===== src/tocc_pkg.sv =====
// constants for the timer output compare control block
// Notes on behaviour
// a forced compare does the pin action of a match but sets no flag
// a forced pin action happens at the next count transition after the write
// force bits for channels 1 to 5 in bits 7..3; zero writes do nothing
// software should not force a channel that toggles on compare
// channel-1 mask bits 7..3 let channel 1 drive port A pins 7..3
// on channel-1 match, masked data bits are copied to port A outputs
// the 16-bit counter is read-only and resets to zero
// reading the counter high byte latches the low byte for the next read
// channels 2..5 action pairs: 00 off, 01 toggle, 10 low, 11 high
// compare 5 works only while the capture-4 select bit is clear
// first enable register gates the first flags bit for bit into a request
// shared enable serves capture 4 when select is one, else compare 5
// first flags clear only on a one written; zero leaves them
// each compare flag sets whenever the counter equals its compare value
// shared flag is set by capture 4 or compare 5 as select picks
// capture flags 1..3 set on each selected edge event
// overflow enable at bit 7 requests while the overflow flag is set
// second enable bits pair bit for bit with the second flags; the code keeps enable bits 7..4 but has only the overflow flag at bit 7
// prescale select 00,01,10,11 divides the count clock by 1,4,8,16
// prescale select takes one write only, within 64 cycles of reset
// overflow flag sets when the counter rolls from all ones to zero
// writing a compare high byte suppresses that compare for one cycle
// forcing channel 1 applies its masked data like a real match
package tocc_pkg;
   localparam logic [13:0] IDX_FORCE = 14'h100B;
   localparam logic [13:0] IDX_MASK = 14'h100C;
   localparam logic [13:0] IDX_DATA = 14'h100D;
   localparam logic [13:0] IDX_CNT_HI = 14'h100E;
   localparam logic [13:0] IDX_CNT_LO = 14'h100F;
   localparam logic [13:0] IDX_TOC_FIRST = 14'h1016;
   localparam logic [13:0] IDX_TOC_LAST = 14'h101F;
   localparam logic [13:0] IDX_ACTION = 14'h1020;
   localparam logic [13:0] IDX_IEN1 = 14'h1022;
   localparam logic [13:0] IDX_FLG1 = 14'h1023;
   localparam logic [13:0] IDX_IEN2 = 14'h1024;
   localparam logic [13:0] IDX_FLG2 = 14'h1025;
   localparam logic [13:0] IDX_SEL = 14'h1030;
   localparam logic [15:0] RST_TOC = 16'hFFFF;
   localparam logic [15:0] RST_CNT = 16'h0000;
   localparam logic [7:0] RST_REG = 8'h00;
   localparam logic [7:0] PIN_BITS = 8'hF8;
   localparam logic [7:0] IEN2_BITS = 8'hF0;
   localparam logic [6:0] PRESC_WIN_CYC = 7'h40;
   localparam int NCH = 5;
   localparam int TOF_BIT = 7;
   localparam int SEL_BIT = 0;
endpackage


===== src/tocc_timer_ctrl.sv =====
// output compare control: force, channel-1 mask/data, counter, flags, prescaler
//
// Our own choice: the Wishbone interface to the registers.
`timescale 1ns/1ns
`default_nettype none
module tocc_timer_ctrl (
   input wire logic clk_i,
   input wire logic rst_i,
   input wire logic wb_cyc_i,
   input wire logic wb_stb_i,
   input wire logic wb_we_i,
   input wire logic [15:0] wb_adr_i,
   input wire logic [3:0] wb_sel_i,
   input wire logic [31:0] wb_dat_i,
   output logic [31:0] wb_dat_o,
   output logic wb_ack_o,
   input wire logic [3:0] capture_evt_i,
   output logic [15:0] count_o,
   output logic [4:0] port_a_upper_pins_o,
   output logic [4:0] port_a_upper_pins_oe_o,
   output logic cc_irq_o,
   output logic ovf_irq_o
);

   localparam int NCH_L = tocc_pkg::NCH;

   function automatic logic hit(input logic [15:0] a, input logic [13:0] idx);
      return (a[1:0] == 2'b00) && (a[15:2] == idx);
   endfunction

   // bus state
   logic ack_r;
   logic [7:0] rdat_r;
   logic [7:0] rdat_nxt;
   logic [7:0] buf_r;
   logic [7:0] buf_nxt;
   logic buf_vld_r;
   logic buf_vld_nxt;
   // software registers
   logic [7:0] mask_r;
   logic [7:0] mask_nxt;
   logic [7:0] data_r;
   logic [7:0] data_nxt;
   logic [7:0] action_r;
   logic [7:0] action_nxt;
   logic [7:0] ien1_r;
   logic [7:0] ien1_nxt;
   logic [7:0] flg1_r;
   logic [7:0] flg1_nxt;
   logic [7:0] ien2_r;
   logic [7:0] ien2_nxt;
   logic [1:0] pr_r;
   logic [1:0] pr_nxt;
   logic pr_done_r;
   logic pr_done_nxt;
   logic [6:0] win_r;
   logic [6:0] win_nxt;
   logic tof_r;
   logic tof_nxt;
   logic sel_r;
   logic sel_nxt;
   // counter and compare state
   logic [15:0] cnt_r;
   logic [15:0] cnt_nxt;
   logic [3:0] pre_r;
   logic [3:0] pre_nxt;
   logic [3:0] pre_term;
   logic tick;
   logic tick_d_r;
   logic [15:0] toc_r [NCH_L];
   logic [15:0] toc_nxt [NCH_L];
   logic [4:0] inh_r;
   logic [4:0] inh_nxt;
   logic [4:0] pend_r;
   logic [4:0] pend_nxt;
   logic [4:0] match;
   logic [4:0] act;
   logic [4:0] pin_r;
   logic [4:0] pin_nxt;
   logic [4:0] oe;
   logic [7:0] set1;

   // bus decode
   logic req;
   logic first;
   logic wr_go;
   logic rd_first;
   logic [7:0] wd;
   logic [13:0] toff;
   logic in_toc;
   logic [2:0] tch;
   logic thi;

   assign req = wb_cyc_i & wb_stb_i;
   assign first = req & ~ack_r;
   // writes land on the edge where the master sees ack
   assign wr_go = req & ack_r & wb_we_i & wb_sel_i[0];
   assign rd_first = first & ~wb_we_i;
   assign wd = wb_dat_i[7:0];
   assign toff = wb_adr_i[15:2] - tocc_pkg::IDX_TOC_FIRST;
   assign in_toc = (wb_adr_i[1:0] == 2'b00) && (wb_adr_i[15:2] >= tocc_pkg::IDX_TOC_FIRST)
                   && (wb_adr_i[15:2] <= tocc_pkg::IDX_TOC_LAST);
   assign tch = toff[3:1];
   assign thi = ~toff[0];

   // read mux, sampled in the first cycle of a request
   always_comb begin
      rdat_nxt = rdat_r;
      buf_nxt = buf_r;
      buf_vld_nxt = buf_vld_r;
      if (first) begin
         buf_vld_nxt = 1'b0;
         rdat_nxt = 8'h00;
      end
      if (rd_first) begin
         if (hit(wb_adr_i, tocc_pkg::IDX_MASK)) begin
            rdat_nxt = mask_r;
         end else if (hit(wb_adr_i, tocc_pkg::IDX_DATA)) begin
            rdat_nxt = data_r;
         end else if (hit(wb_adr_i, tocc_pkg::IDX_CNT_HI)) begin
            rdat_nxt = cnt_r[15:8];
            buf_nxt = cnt_r[7:0];
            buf_vld_nxt = 1'b1;
         end else if (hit(wb_adr_i, tocc_pkg::IDX_CNT_LO)) begin
            rdat_nxt = buf_vld_r ? buf_r : cnt_r[7:0];
         end else if (in_toc) begin
            rdat_nxt = thi ? toc_r[tch][15:8] : toc_r[tch][7:0];
         end else if (hit(wb_adr_i, tocc_pkg::IDX_ACTION)) begin
            rdat_nxt = action_r;
         end else if (hit(wb_adr_i, tocc_pkg::IDX_IEN1)) begin
            rdat_nxt = ien1_r;
         end else if (hit(wb_adr_i, tocc_pkg::IDX_FLG1)) begin
            rdat_nxt = flg1_r;
         end else if (hit(wb_adr_i, tocc_pkg::IDX_IEN2)) begin
            rdat_nxt = {ien2_r[7:4], 2'b00, pr_r};
         end else if (hit(wb_adr_i, tocc_pkg::IDX_FLG2)) begin
            rdat_nxt = {tof_r, 7'h00};
         end else if (hit(wb_adr_i, tocc_pkg::IDX_SEL)) begin
            rdat_nxt = {7'h00, sel_r};
         end
         // force register and unmapped words read zero
      end
   end

   always_ff @(posedge clk_i) begin
      if (rst_i) begin
         ack_r <= 1'b0;
         rdat_r <= tocc_pkg::RST_REG;
         buf_r <= tocc_pkg::RST_REG;
         buf_vld_r <= 1'b0;
      end else begin
         ack_r <= first;
         rdat_r <= rdat_nxt;
         buf_r <= buf_nxt;
         buf_vld_r <= buf_vld_nxt;
      end
   end

   assign wb_ack_o = ack_r;
   assign wb_dat_o = {24'h00_0000, rdat_r};

   // prescaler and free-running counter
   always_comb begin
      unique case (pr_r)
         2'b00: pre_term = 4'h0;
         2'b01: pre_term = 4'h3;
         2'b10: pre_term = 4'h7;
         2'b11: pre_term = 4'hF;
      endcase
   end

   // a change of ratio cannot overshoot: >= ticks at once; only possible early on
   assign tick = (pre_r >= pre_term);

   always_comb begin
      pre_nxt = tick ? 4'h0 : pre_r + 4'h1;
      cnt_nxt = tick ? cnt_r + 16'h0001 : cnt_r;
      pend_nxt = tick ? 5'b00000 : pend_r;
      for (int i = 0; i < NCH_L; i++) begin
         toc_nxt[i] = toc_r[i];
         inh_nxt[i] = 1'b0;
         if (wr_go && hit(wb_adr_i, tocc_pkg::IDX_FORCE) && wd[7 - i]) begin
            pend_nxt[i] = 1'b1;
         end
         if (wr_go && in_toc && (tch == 3'(i))) begin
            if (thi) begin
               toc_nxt[i][15:8] = wd;
               inh_nxt[i] = 1'b1;
            end else begin
               toc_nxt[i][7:0] = wd;
            end
         end
         // compare once per new count value, so a slow prescale still hits once
         match[i] = tick_d_r && !inh_r[i] && (cnt_r == toc_r[i]);
         act[i] = match[i] | (tick & pend_r[i]);
      end
      match[4] = match[4] & ~sel_r;
      act[4] = act[4] & ~sel_r;
   end

   always_ff @(posedge clk_i) begin
      if (rst_i) begin
         pre_r <= 4'h0;
         cnt_r <= tocc_pkg::RST_CNT;
         tick_d_r <= 1'b0;
         pend_r <= 5'b00000;
         inh_r <= 5'b00000;
         for (int i = 0; i < NCH_L; i++) begin
            toc_r[i] <= tocc_pkg::RST_TOC;
         end
      end else begin
         pre_r <= pre_nxt;
         cnt_r <= cnt_nxt;
         tick_d_r <= tick;
         pend_r <= pend_nxt;
         inh_r <= inh_nxt;
         for (int i = 0; i < NCH_L; i++) begin
            toc_r[i] <= toc_nxt[i];
         end
      end
   end

   assign count_o = cnt_r;

   // pin actions; channel 1 is applied last so its masked data wins
   always_comb begin
      pin_nxt = pin_r;
      oe = mask_r[7:3];
      for (int i = 1; i < NCH_L; i++) begin
         if ({action_r[9 - 2 * i], action_r[8 - 2 * i]} != 2'b00 && !(i == 4 && sel_r)) begin
            oe[4 - i] = 1'b1;
         end
         if (act[i]) begin
            unique case ({action_r[9 - 2 * i], action_r[8 - 2 * i]})
               2'b00: pin_nxt[4 - i] = pin_nxt[4 - i];
               2'b01: pin_nxt[4 - i] = ~pin_r[4 - i];
               2'b10: pin_nxt[4 - i] = 1'b0;
               2'b11: pin_nxt[4 - i] = 1'b1;
            endcase
         end
      end
      if (act[0]) begin
         pin_nxt = (pin_nxt & ~mask_r[7:3]) | (data_r[7:3] & mask_r[7:3]);
      end
   end

   always_ff @(posedge clk_i) begin
      if (rst_i) begin
         pin_r <= 5'b00000;
      end else begin
         pin_r <= pin_nxt;
      end
   end

   assign port_a_upper_pins_o = pin_r;
   assign port_a_upper_pins_oe_o = oe;

   // register file, flags and write-once prescale
   assign set1 = {match[0], match[1], match[2], match[3],
                  sel_r ? capture_evt_i[3] : match[4],
                  capture_evt_i[0], capture_evt_i[1], capture_evt_i[2]};

   always_comb begin
      mask_nxt = mask_r;
      data_nxt = data_r;
      action_nxt = action_r;
      ien1_nxt = ien1_r;
      ien2_nxt = ien2_r;
      pr_nxt = pr_r;
      pr_done_nxt = pr_done_r;
      sel_nxt = sel_r;
      win_nxt = (win_r == tocc_pkg::PRESC_WIN_CYC) ? win_r : win_r + 7'h01;
      flg1_nxt = flg1_r;
      tof_nxt = tof_r;
      if (wr_go) begin
         if (hit(wb_adr_i, tocc_pkg::IDX_MASK)) begin
            mask_nxt = wd & tocc_pkg::PIN_BITS;
         end
         if (hit(wb_adr_i, tocc_pkg::IDX_DATA)) begin
            data_nxt = wd & tocc_pkg::PIN_BITS;
         end
         if (hit(wb_adr_i, tocc_pkg::IDX_ACTION)) begin
            action_nxt = wd;
         end
         if (hit(wb_adr_i, tocc_pkg::IDX_IEN1)) begin
            ien1_nxt = wd;
         end
         if (hit(wb_adr_i, tocc_pkg::IDX_IEN2)) begin
            ien2_nxt = wd & tocc_pkg::IEN2_BITS;
            if (!pr_done_r && win_r < tocc_pkg::PRESC_WIN_CYC) begin
               pr_nxt = wd[1:0];
               pr_done_nxt = 1'b1;
            end
         end
         if (hit(wb_adr_i, tocc_pkg::IDX_FLG1)) begin
            flg1_nxt = flg1_r & ~wd;
         end
         if (hit(wb_adr_i, tocc_pkg::IDX_FLG2) && wd[tocc_pkg::TOF_BIT]) begin
            tof_nxt = 1'b0;
         end
         if (hit(wb_adr_i, tocc_pkg::IDX_SEL)) begin
            sel_nxt = wd[tocc_pkg::SEL_BIT];
         end
      end
      // a set in the clearing cycle is kept
      flg1_nxt = flg1_nxt | set1;
      if (tick && cnt_r == 16'hFFFF) begin
         tof_nxt = 1'b1;
      end
   end

   always_ff @(posedge clk_i) begin
      if (rst_i) begin
         mask_r <= tocc_pkg::RST_REG;
         data_r <= tocc_pkg::RST_REG;
         action_r <= tocc_pkg::RST_REG;
         ien1_r <= tocc_pkg::RST_REG;
         ien2_r <= tocc_pkg::RST_REG;
         flg1_r <= tocc_pkg::RST_REG;
         pr_r <= 2'b00;
         pr_done_r <= 1'b0;
         win_r <= 7'h00;
         tof_r <= 1'b0;
         sel_r <= 1'b0;
      end else begin
         mask_r <= mask_nxt;
         data_r <= data_nxt;
         action_r <= action_nxt;
         ien1_r <= ien1_nxt;
         ien2_r <= ien2_nxt;
         flg1_r <= flg1_nxt;
         pr_r <= pr_nxt;
         pr_done_r <= pr_done_nxt;
         win_r <= win_nxt;
         tof_r <= tof_nxt;
         sel_r <= sel_nxt;
      end
   end

   // shared enable bit 3 pairs with the shared flag, whichever source owns it
   assign cc_irq_o = |(ien1_r & flg1_r);
   assign ovf_irq_o = ien2_r[tocc_pkg::TOF_BIT] & tof_r;
endmodule
`default_nettype wire


===== config.mk =====
export PLATFORM = sky130hd
export DESIGN_NAME = tocc_timer_ctrl
export DESIGN_NICKNAME = d
export VERILOG_FILES = /design/src/tocc_pkg.sv /design/src/tocc_timer_ctrl.sv
export SDC_FILE = /design/constraint.sdc
export NUM_CORES = 1
export LEC_CHECK = 0
export BUFFER_PORTS_ARGS = -buffer_cell sky130_fd_sc_hd__buf_2
export CELL_PAD_IN_SITES_DETAIL_PLACEMENT = 1
export CELL_PAD_IN_SITES_GLOBAL_PLACEMENT = 1
export CORE_UTILIZATION = 41
export CTS_BUF_LIST = sky130_fd_sc_hd__clkbuf_4 sky130_fd_sc_hd__clkbuf_8 sky130_fd_sc_hd__clkbuf_16
export CTS_CLUSTER_DIAMETER = 120
export DETAILED_ROUTE_END_ITERATION = 16
export PLACE_DENSITY_LB_ADDON = 0.3
export SETUP_SLACK_MARGIN = 0.4
export SYNTH_ARGS = -nofsm -noshare
export SYNTH_HDL_FRONTEND = slang
export SYNTH_SLANG_ARGS = --single-unit

===== constraint.sdc =====
create_clock -name clk_i -period 3.3 [get_ports clk_i]
set_clock_uncertainty 0.1 [all_clocks]
set_input_delay 0.165 -clock clk_i [delete_from_list [all_inputs] [get_ports clk_i]]
set_output_delay 0.165 -clock clk_i [all_outputs]
set_load 0.03 [all_outputs]

=== After elaboration in Yosys (flattened, before gate mapping) ===
Memory sizes are Yosys's and may differ from the RTL's.
Cells that the tools add are included.

* $add $sub $neg: 4
* $lt $le $gt $ge: 4
* Equality and inequality tests: 37
* Muxes and demuxes: 70
* Bitwise operators: 46
* Reductions and logical operators: 80

{| class="wikitable"
|+ Operator list
! operator !! count
|-
| two-way mux 8 bit || 27
|-
| two-way mux 16 bit || 10
|-
| == test 14 x 13 -> 1 bit, second input constant || 11
|-
| == test 16 bit || 5
|-
| logical AND 1 bit || 39
|-
| two-way mux 1 bit || 26
|-
| nonzero test 2 bit || 11
|-
| == test 2 bit, second input constant || 10
|-
| adder 16 x 1 -> 16 bit, second input constant || 1
|-
| AND 8 bit || 2
|-
| == test 16 bit, second input constant || 1
|-
| case mux 1 bit (4 select lines) || 4
|-
| case mux 4 bit (4 select lines) || 1
|-
| AND 1 bit || 14
|-
| greater-or-equal comparator 14 x 13 -> 1 bit, second input constant || 1
|-
| less-or-equal comparator 14 x 13 -> 1 bit, second input constant || 1
|-
| NOT 1 bit || 14
|-
| AND reduction 2 bit || 7
|-
| zero test 2 bit || 6
|-
| OR reduction 2 bit || 6
|-
| AND 5 bit || 2
|-
| == test 2 x 1 -> 1 bit, second input constant || 5
|-
| OR 1 bit || 10
|-
| NOT 8 bit || 1
|-
| 19 further kinds || 26
|}

* Bits in registers: 104
* Bits in writable memories: 80
* Input port bits: 61
* Output and inout bits: 61
* Word-level logic and storage cells: 272
* Memories kept: 1

{| class="wikitable"
|+ Memories
! name !! depth !! bits a word !! read ports !! clocked after Yosys merged registers in !! write ports !! line !! source
|-
| toc_r || 5 || 16 || 6 || 0 || 5 || tocc_timer_ctrl.sv:70 || <nowiki>logic [15:0] toc_r [NCH_L];</nowiki>
|}

=== Logic depth before layout (Yosys ltp) ===
* Depth after elaboration: 15
* Gate-level depth with buffers: 11
* Depth with buffers taken out: 8

=== Worst setup path after synthesis ===
Ideal clock, no wire load.

* Path type: input port to flip-flop
* Start point: input port wb_adr_i[3]
* End point: register rdat_r[1]
* Library setup time: 0.131 ns
* Data arrival time: 2.961 ns
* Data required time: 3.069 ns
* Slack: 0.109 ns
* Stages: 11
* Buffers on the path: 3
* Cell sequence: buf_1 buf_2 inv_1 ha_1 buf_2 mux4_2 mux4_2 nor2b_1 a221o_1 a211oi_1 o22ai_1

* Longest elaborated chain between the ends: 14
* Elaborated cells on any way between the ends: 39
* Classes of those cells: add/sub (1); order compare (2); eq/ne (10); mux (13); reduce/logical (12); memory (1)

{| class="wikitable"
|+ Ends and longest elaborated chain
! item !! line !! source
|-
| start: declaration || tocc_timer_ctrl.sv:12 || <nowiki>input wire logic [15:0] wb_adr_i,</nowiki>
|-
| == test 14 x 13 -> 1 bit || tocc_timer_ctrl.sv:28 || <nowiki>return (a[1:0] == 2'b00) && (a[15:2] == idx);</nowiki>
|-
| logical AND 1 bit || tocc_timer_ctrl.sv:28 ||
|-
| two-way mux 8 bit || tocc_timer_ctrl.sv:138 || <nowiki>end else if (hit(wb_adr_i, tocc_pkg::IDX_SEL)) begin</nowiki>
|-
| two-way mux 8 bit || tocc_timer_ctrl.sv:136 || <nowiki>end else if (hit(wb_adr_i, tocc_pkg::IDX_FLG2)) begin</nowiki>
|-
| two-way mux 8 bit || tocc_timer_ctrl.sv:134 || <nowiki>end else if (hit(wb_adr_i, tocc_pkg::IDX_IEN2)) begin</nowiki>
|-
| two-way mux 8 bit || tocc_timer_ctrl.sv:132 || <nowiki>end else if (hit(wb_adr_i, tocc_pkg::IDX_FLG1)) begin</nowiki>
|-
| two-way mux 8 bit || tocc_timer_ctrl.sv:130 || <nowiki>end else if (hit(wb_adr_i, tocc_pkg::IDX_IEN1)) begin</nowiki>
|-
| two-way mux 8 bit || tocc_timer_ctrl.sv:128 || <nowiki>end else if (hit(wb_adr_i, tocc_pkg::IDX_ACTION)) begin</nowiki>
|-
| two-way mux 8 bit || tocc_timer_ctrl.sv:126 || <nowiki>end else if (in_toc) begin</nowiki>
|-
| two-way mux 8 bit || tocc_timer_ctrl.sv:124 || <nowiki>end else if (hit(wb_adr_i, tocc_pkg::IDX_CNT_LO)) begin</nowiki>
|-
| two-way mux 8 bit || tocc_timer_ctrl.sv:120 || <nowiki>end else if (hit(wb_adr_i, tocc_pkg::IDX_CNT_HI)) begin</nowiki>
|-
| two-way mux 8 bit || tocc_timer_ctrl.sv:118 || <nowiki>end else if (hit(wb_adr_i, tocc_pkg::IDX_DATA)) begin</nowiki>
|-
| two-way mux 8 bit * || tocc_timer_ctrl.sv:116 || <nowiki>if (hit(wb_adr_i, tocc_pkg::IDX_MASK)) begin</nowiki>
|-
| two-way mux 8 bit * || tocc_timer_ctrl.sv:115 || <nowiki>if (rd_first) begin</nowiki>
|-
| end signal: assignment || tocc_timer_ctrl.sv:148 || <nowiki>rdat_r <= tocc_pkg::RST_REG;</nowiki>
|-
| end signal: assignment || tocc_timer_ctrl.sv:153 || <nowiki>rdat_r <= rdat_nxt;</nowiki>
|-
| end: declaration || tocc_timer_ctrl.sv:33 || <nowiki>logic [7:0] rdat_r;</nowiki>
|}

Every way passes the cells marked *; elsewhere a longest branch is shown, timed or not.
A chain may end at the register's enable or synchronous reset.

=== Worst setup path after layout ===
* Start point: register pr_r[1]
* End point: register pin_r[3], in the netlist port_a_upper_pins_o[3]

* Longest elaborated chain between the ends: 9
* Elaborated cells on any way between the ends: 14
* Classes of those cells: order compare (1); eq/ne (3); mux (3); bitwise (6); reduce/logical (1)

{| class="wikitable"
|+ Ends and longest elaborated chain
! item !! line !! source
|-
| start: declaration || tocc_timer_ctrl.sv:52 || <nowiki>logic [1:0] pr_r;</nowiki>
|-
| start signal: assignment || tocc_timer_ctrl.sv:332 || <nowiki>pr_r <= pr_nxt;</nowiki>
|-
| == test 2 bit, or another cell as far along || tocc_timer_ctrl.sv:164 || <nowiki>unique case (pr_r)</nowiki>
|-
| case mux 4 bit (4 select lines) * || tocc_timer_ctrl.sv:164 ||
|-
| greater-or-equal comparator 4 bit * || tocc_timer_ctrl.sv:173 || <nowiki>assign tick = (pre_r >= pre_term);</nowiki>
|-
| AND 1 bit || tocc_timer_ctrl.sv:195 || <nowiki>act[i] = match[i] | (tick & pend_r[i]);</nowiki>
|-
| OR 1 bit || tocc_timer_ctrl.sv:195 ||
|-
| two-way mux 1 bit || tocc_timer_ctrl.sv:233 || <nowiki>if (act[i]) begin</nowiki>
|-
| AND 5 bit || tocc_timer_ctrl.sv:243 || <nowiki>pin_nxt = (pin_nxt & ~mask_r[7:3]) | (data_r[7:3] & mask_r[7:3]);</nowiki>
|-
| OR 5 bit || tocc_timer_ctrl.sv:243 ||
|-
| two-way mux 4 bit * || tocc_timer_ctrl.sv:242 || <nowiki>if (act[0]) begin</nowiki>
|-
| end signal: assignment || tocc_timer_ctrl.sv:251 || <nowiki>pin_r <= pin_nxt;</nowiki>
|-
| end: declaration || tocc_timer_ctrl.sv:78 || <nowiki>logic [4:0] pin_r;</nowiki>
|}

Marked as above.

==> out/metrics.yaml <==
status:
  run_status: "complete, no violations"
job:
  cap_viol_max_count: 0
clock_tree:
  clock_latency_at_the_later_pin_of_the_worst_skew_pair_ns: 0.45
  cts_tree: "done"
  clkSinkCount: 184
  cts.clk_slew.worst_paths_ns: 0.09
  cts-htree-levels: 4
  cts-root-to-sink-buffers: 2
  clock_root_buffer: "sky130_fd_sc_hd__clkbuf_16"
  cts_buffers: 17
die:
  die_y_um: 160
  floorplan.die_area_um2: 25700
  count_of_pins_on_the_block_boundary: 122
  fp.dieW_um: 160
  core_um2: 24500
  number_of_core_rows: 57
  initial_utilization: 0.420
worst_setup_path:
  regToRegStartpoint: "pr_r[1]"
  worstPathArrival_ns: 3.00
  worst-path-max-fanout: 11
  timing.setup.critical_path_class: "reg2reg"
  critical_path.reg2reg.endpoint: "port_a_upper_pins_o[3]"
  reg2regPathDepth: 8
  worst_setup_path_end_kind: "flip-flop"
  startpoint_type: "flip-flop"
  ff2ff_setup_slack_ns: 0.56
  setup.worst_path.end: "port_a_upper_pins_o[3]"
  crit_start: "pr_r[1]"
  cp_data_required_time_ns: 3.56
synthesis:
  asyncSetResetFlopFracSynth: 0
  ys_seq_area_frac: 0.358
  synth_edf_count: 0
  synthDistinctLibCells: 73
  post_synth_instance_area_um2: 10300
  synth.avg_cell_area_um2: 9.15
  yosys_register_bits: 184
  yosys_warnings: 0
  ys.flop_type: "sky130_fd_sc_hd__dfxtp_1"
  syn_inst: 1124
drt:
  firstDrtPassIters: 5
  wl_um: 36900
  routedWlPerCell_um: 24.3
  total_vias_in_the_final_route: 9125
  avgViaCountPerCell: 6.00
  detail-route-antenna-nets: 0
  detail_route.iter0.violations: 857
  drcViolationCount: 0
place:
  globalplace.congestion: 0.963
  post_dp_cell_area_um2: 11000
  number_of_buffers_inserted_by_port_buffering: 70
  hpwlAfterDp_um: 26800
grt:
  sum_of_overflow_across_all_layers_after_global_routing: 0
  antenna_violations_before_repair: 0
  maximum_number_of_pins_on_one_net_before_global_route_repair: 81
  global_route_wire_length_before_repair_um: 56400
  grt_util_all_layers: 0.291
  number_of_global_route_vias_before_repair: 9261
cells_and_area:
  post_layout_nets: 1257
  layout-drive-gt1-share: 0.176
  final_cell_area_um2: 11700
  layout-area-overhead-vs-synth_pct: 13.7
  insertedDiodeCount: 0
sta:
  hold_violations: 0
  max_clock_freq_ghz: 0.365
  fin_tns_setup_ns: 0
  slew_headroom: 0.451
  drv_slew: 0
  fin_crit_sh: 0.830
  rsz_0062_raised_after_global_routing: "false"
  setup_viol: 0
  time_the_worst_path_needs_with_i_o_delays_and_setup_ns: 2.74
  max_slew.worst_pin.slew_ns: 0.817
pwr:
  power_density_nw_per_um2: 414
  power_leakage_nw: 4.15
  worst_ir_drop_vdd_mv: 0.242
hold_path:
  hold_class: "in2reg"
-- cells in the final DEF, fill, tap and decap left out, types with 6 or more instances in the layout --
master,netlist,final
sky130_fd_sc_hd__clkbuf_16,0,17
sky130_fd_sc_hd__a211o_1,65,65
sky130_fd_sc_hd__nand3_1,38,38
sky130_fd_sc_hd__o21ai_0,42,42
sky130_fd_sc_hd__a22oi_1,7,7
sky130_fd_sc_hd__nand2_1,49,49
sky130_fd_sc_hd__mux4_2,25,25
sky130_fd_sc_hd__nor2_1,123,122
sky130_fd_sc_hd__nand2b_1,27,27
sky130_fd_sc_hd__mux2i_1,50,50
sky130_fd_sc_hd__buf_2,17,69
sky130_fd_sc_hd__buf_4,31,49
sky130_fd_sc_hd__a221oi_1,6,6
sky130_fd_sc_hd__nor2b_1,40,40
sky130_fd_sc_hd__inv_1,12,12
sky130_fd_sc_hd__and3_1,20,20
sky130_fd_sc_hd__a21oi_1,34,34
sky130_fd_sc_hd__and2_1,10,10
sky130_fd_sc_hd__xor2_1,30,30
sky130_fd_sc_hd__nor3_1,20,20
sky130_fd_sc_hd__conb_1,1,24
sky130_fd_sc_hd__nand4_1,22,22
sky130_fd_sc_hd__xnor2_1,75,75
sky130_fd_sc_hd__ha_1,13,13
sky130_fd_sc_hd__dfxtp_1,184,184
-- worst min-delay path by stage --
stage | startpoint | end | slack [ns] | cells after the start
after global placement | capture_evt_i[1] | flg1_r[1] | 0.27 | 3
after global routing | wb_dat_i[5] | ien2_r[5] | 0.02 | 3
after floorplan | capture_evt_i[2] | flg1_r[0] | 0.18 | 2
final | wb_dat_i[5] | ien2_r[5] | 0.01 | 3
after detailed placement | capture_evt_i[1] | flg1_r[1] | 0.28 | 3
after CTS | wb_dat_i[5] | ien2_r[5] | 0.005 | 3
-- critical path, stage by stage (launching register included) --
cell and delay (ns):
sky130_fd_sc_hd__dfxtp_1 0.41, sky130_fd_sc_hd__or2_2 0.33, sky130_fd_sc_hd__ha_1 0.27, sky130_fd_sc_hd__nand2b_1 0.18
sky130_fd_sc_hd__a2111oi_4 0.39, sky130_fd_sc_hd__nor2_4 0.14, sky130_fd_sc_hd__a32oi_1 0.42, sky130_fd_sc_hd__mux2i_1 0.14
sky130_fd_sc_hd__a311oi_1 0.27
-- logic make-up after synthesis --
group | after synthesis | share of synthesized area
buffers and inverters | 125 | 0.0591
adder cells (fa/ha/maj) | 13 | 0.0158
flip-flops | 184 | 0.358
multiplexers | 77 | 0.106
AO/OA/AOI/OAI | 211 | 0.151
XOR/XNOR | 105 | 0.0894
other | 1 | 0.000365
AND/OR/NAND/NOR | 408 | 0.221
-- routing by layer --
metal,vias up,global-route usage,routed length (µm),share of wire
li1,4109,-,-,-
met2,344,0.484,17400,0.47
met5,-,0,0,0
met4,0,0.156,1890,0.051
met1,4566,0.360,15500,0.42
met3,106,0.0509,2010,0.055
-- synth_stat cells, types with 4 or more instances --
| master | count | share of area |
|---|---|---|
| sky130_fd_sc_hd__nor2_1 | 123 | 0.045 |
| sky130_fd_sc_hd__a221oi_1 | 6 | 0.0051 |
| sky130_fd_sc_hd__buf_2 | 17 | 0.0083 |
| sky130_fd_sc_hd__nand2_2 | 5 | 0.0030 |
| sky130_fd_sc_hd__and4_1 | 5 | 0.0043 |
| sky130_fd_sc_hd__nor4b_1 | 5 | 0.0043 |
| sky130_fd_sc_hd__and2_1 | 10 | 0.0061 |
| sky130_fd_sc_hd__dfxtp_1 | 184 | 0.36 |
| sky130_fd_sc_hd__o2111ai_1 | 4 | 0.0034 |
| sky130_fd_sc_hd__inv_1 | 12 | 0.0044 |
| sky130_fd_sc_hd__buf_1 | 9 | 0.0033 |
| sky130_fd_sc_hd__nor4_2 | 4 | 0.0049 |
| sky130_fd_sc_hd__nand4_1 | 22 | 0.013 |
| sky130_fd_sc_hd__nor2b_1 | 40 | 0.024 |
| sky130_fd_sc_hd__a32oi_1 | 6 | 0.0051 |
| sky130_fd_sc_hd__a22oi_1 | 7 | 0.0051 |
| sky130_fd_sc_hd__xor2_1 | 30 | 0.026 |
| sky130_fd_sc_hd__clkinv_1 | 4 | 0.0015 |
| sky130_fd_sc_hd__nor4_1 | 5 | 0.0030 |
| sky130_fd_sc_hd__ha_1 | 13 | 0.016 |
| sky130_fd_sc_hd__or3_1 | 5 | 0.0030 |
| sky130_fd_sc_hd__mux4_2 | 25 | 0.055 |
| sky130_fd_sc_hd__o21ai_0 | 42 | 0.020 |
| sky130_fd_sc_hd__nand2_1 | 49 | 0.018 |
| sky130_fd_sc_hd__a21oi_1 | 34 | 0.017 |
| sky130_fd_sc_hd__a211o_1 | 65 | 0.055 |
| sky130_fd_sc_hd__nand3_1 | 38 | 0.018 |
| sky130_fd_sc_hd__buf_4 | 31 | 0.023 |
| sky130_fd_sc_hd__o22ai_1 | 4 | 0.0024 |
| sky130_fd_sc_hd__mux2i_1 | 50 | 0.049 |
| sky130_fd_sc_hd__a22o_1 | 5 | 0.0043 |
| sky130_fd_sc_hd__nand3b_1 | 5 | 0.0037 |
| sky130_fd_sc_hd__a211oi_1 | 5 | 0.0037 |
| sky130_fd_sc_hd__nor3_1 | 20 | 0.0097 |
| sky130_fd_sc_hd__o221ai_1 | 4 | 0.0034 |
| sky130_fd_sc_hd__and3_1 | 20 | 0.012 |
| sky130_fd_sc_hd__nor3b_1 | 4 | 0.0029 |
| sky130_fd_sc_hd__a2bb2oi_1 | 4 | 0.0034 |
| sky130_fd_sc_hd__clkbuf_1 | 51 | 0.019 |
| sky130_fd_sc_hd__xnor2_1 | 75 | 0.064 |
| sky130_fd_sc_hd__nand2b_1 | 27 | 0.016 |
| sky130_fd_sc_hd__nor4_4 | 4 | 0.0083 |
-- per-stage QoR --
step	power, mW	hold WS (ns)	cells	worst slack (ns)	util
6_report	4.84	0.0103	1520	0.563	0.478
5_1_grt	4.99	0.0165	1520	0.444	0.478
4_1_cts	4.86	0.00475	1520	0.526	0.477
3_5_place_dp	2.67	0.283	1484	0.341	0.450
3_3_place_gp	2.67	0.271	1484	0.408	0.450
2_1_floorplan	2.56	0.182	1147	0.448	-
-- final cells by class --
type | instances | area, µm²
Fill cell | 2800 | 12800
Tap cell | 324 | 405
Timing Repair Buffer | 126 | 816
Inverter | 16 | 60.1
Sequential cell | 184 | 3680
Multi-Input combinational cell | 838 | 6090
Clock inverter | 15 | 208
Clock buffer | 17 | 425
-- repair_timing --
item,CTS,global route
pin swaps,0,1
hold buffers,4,0
buffers inserted,0,0
endpoints found under the hold margin,4,0
endpoints found under the setup margin,1,3
resized for setup,2,2
-- state kept, by name, indices dropped and copies added, names as in the netlist, named ones only --
signal / count
mask_r: 5
pre_r: 4
port_a_upper_pins_o: 4
flg1_r: 8
rdat_r: 8
pr_r: 2
pend_r: 5
tick_d_r: 1
pr_done_r: 1
tof_r: 1
win_r: 7
action_r: 8
sel_r: 1
ien1_r: 8
inh_r: 5
data_r: 5
toc_r: 80
ien2_r: 4
buf_vld_r: 1
wb_ack_o: 1
count_o: 16
buf_r: 8
-- power breakdown --
| part | internal, mW | leakage [nW] | switching, mW |
|---|---|---|---|
| Sequential | 2.23 | 1.49 | 0.0154 |
| Combinational | 0.116 | 2.36 | 0.269 |
| Clock | 1.16 | 0.304 | 1.05 |
| Total | 3.51 | 4.15 | 1.33 |
(Power assumes the default switching activity.)
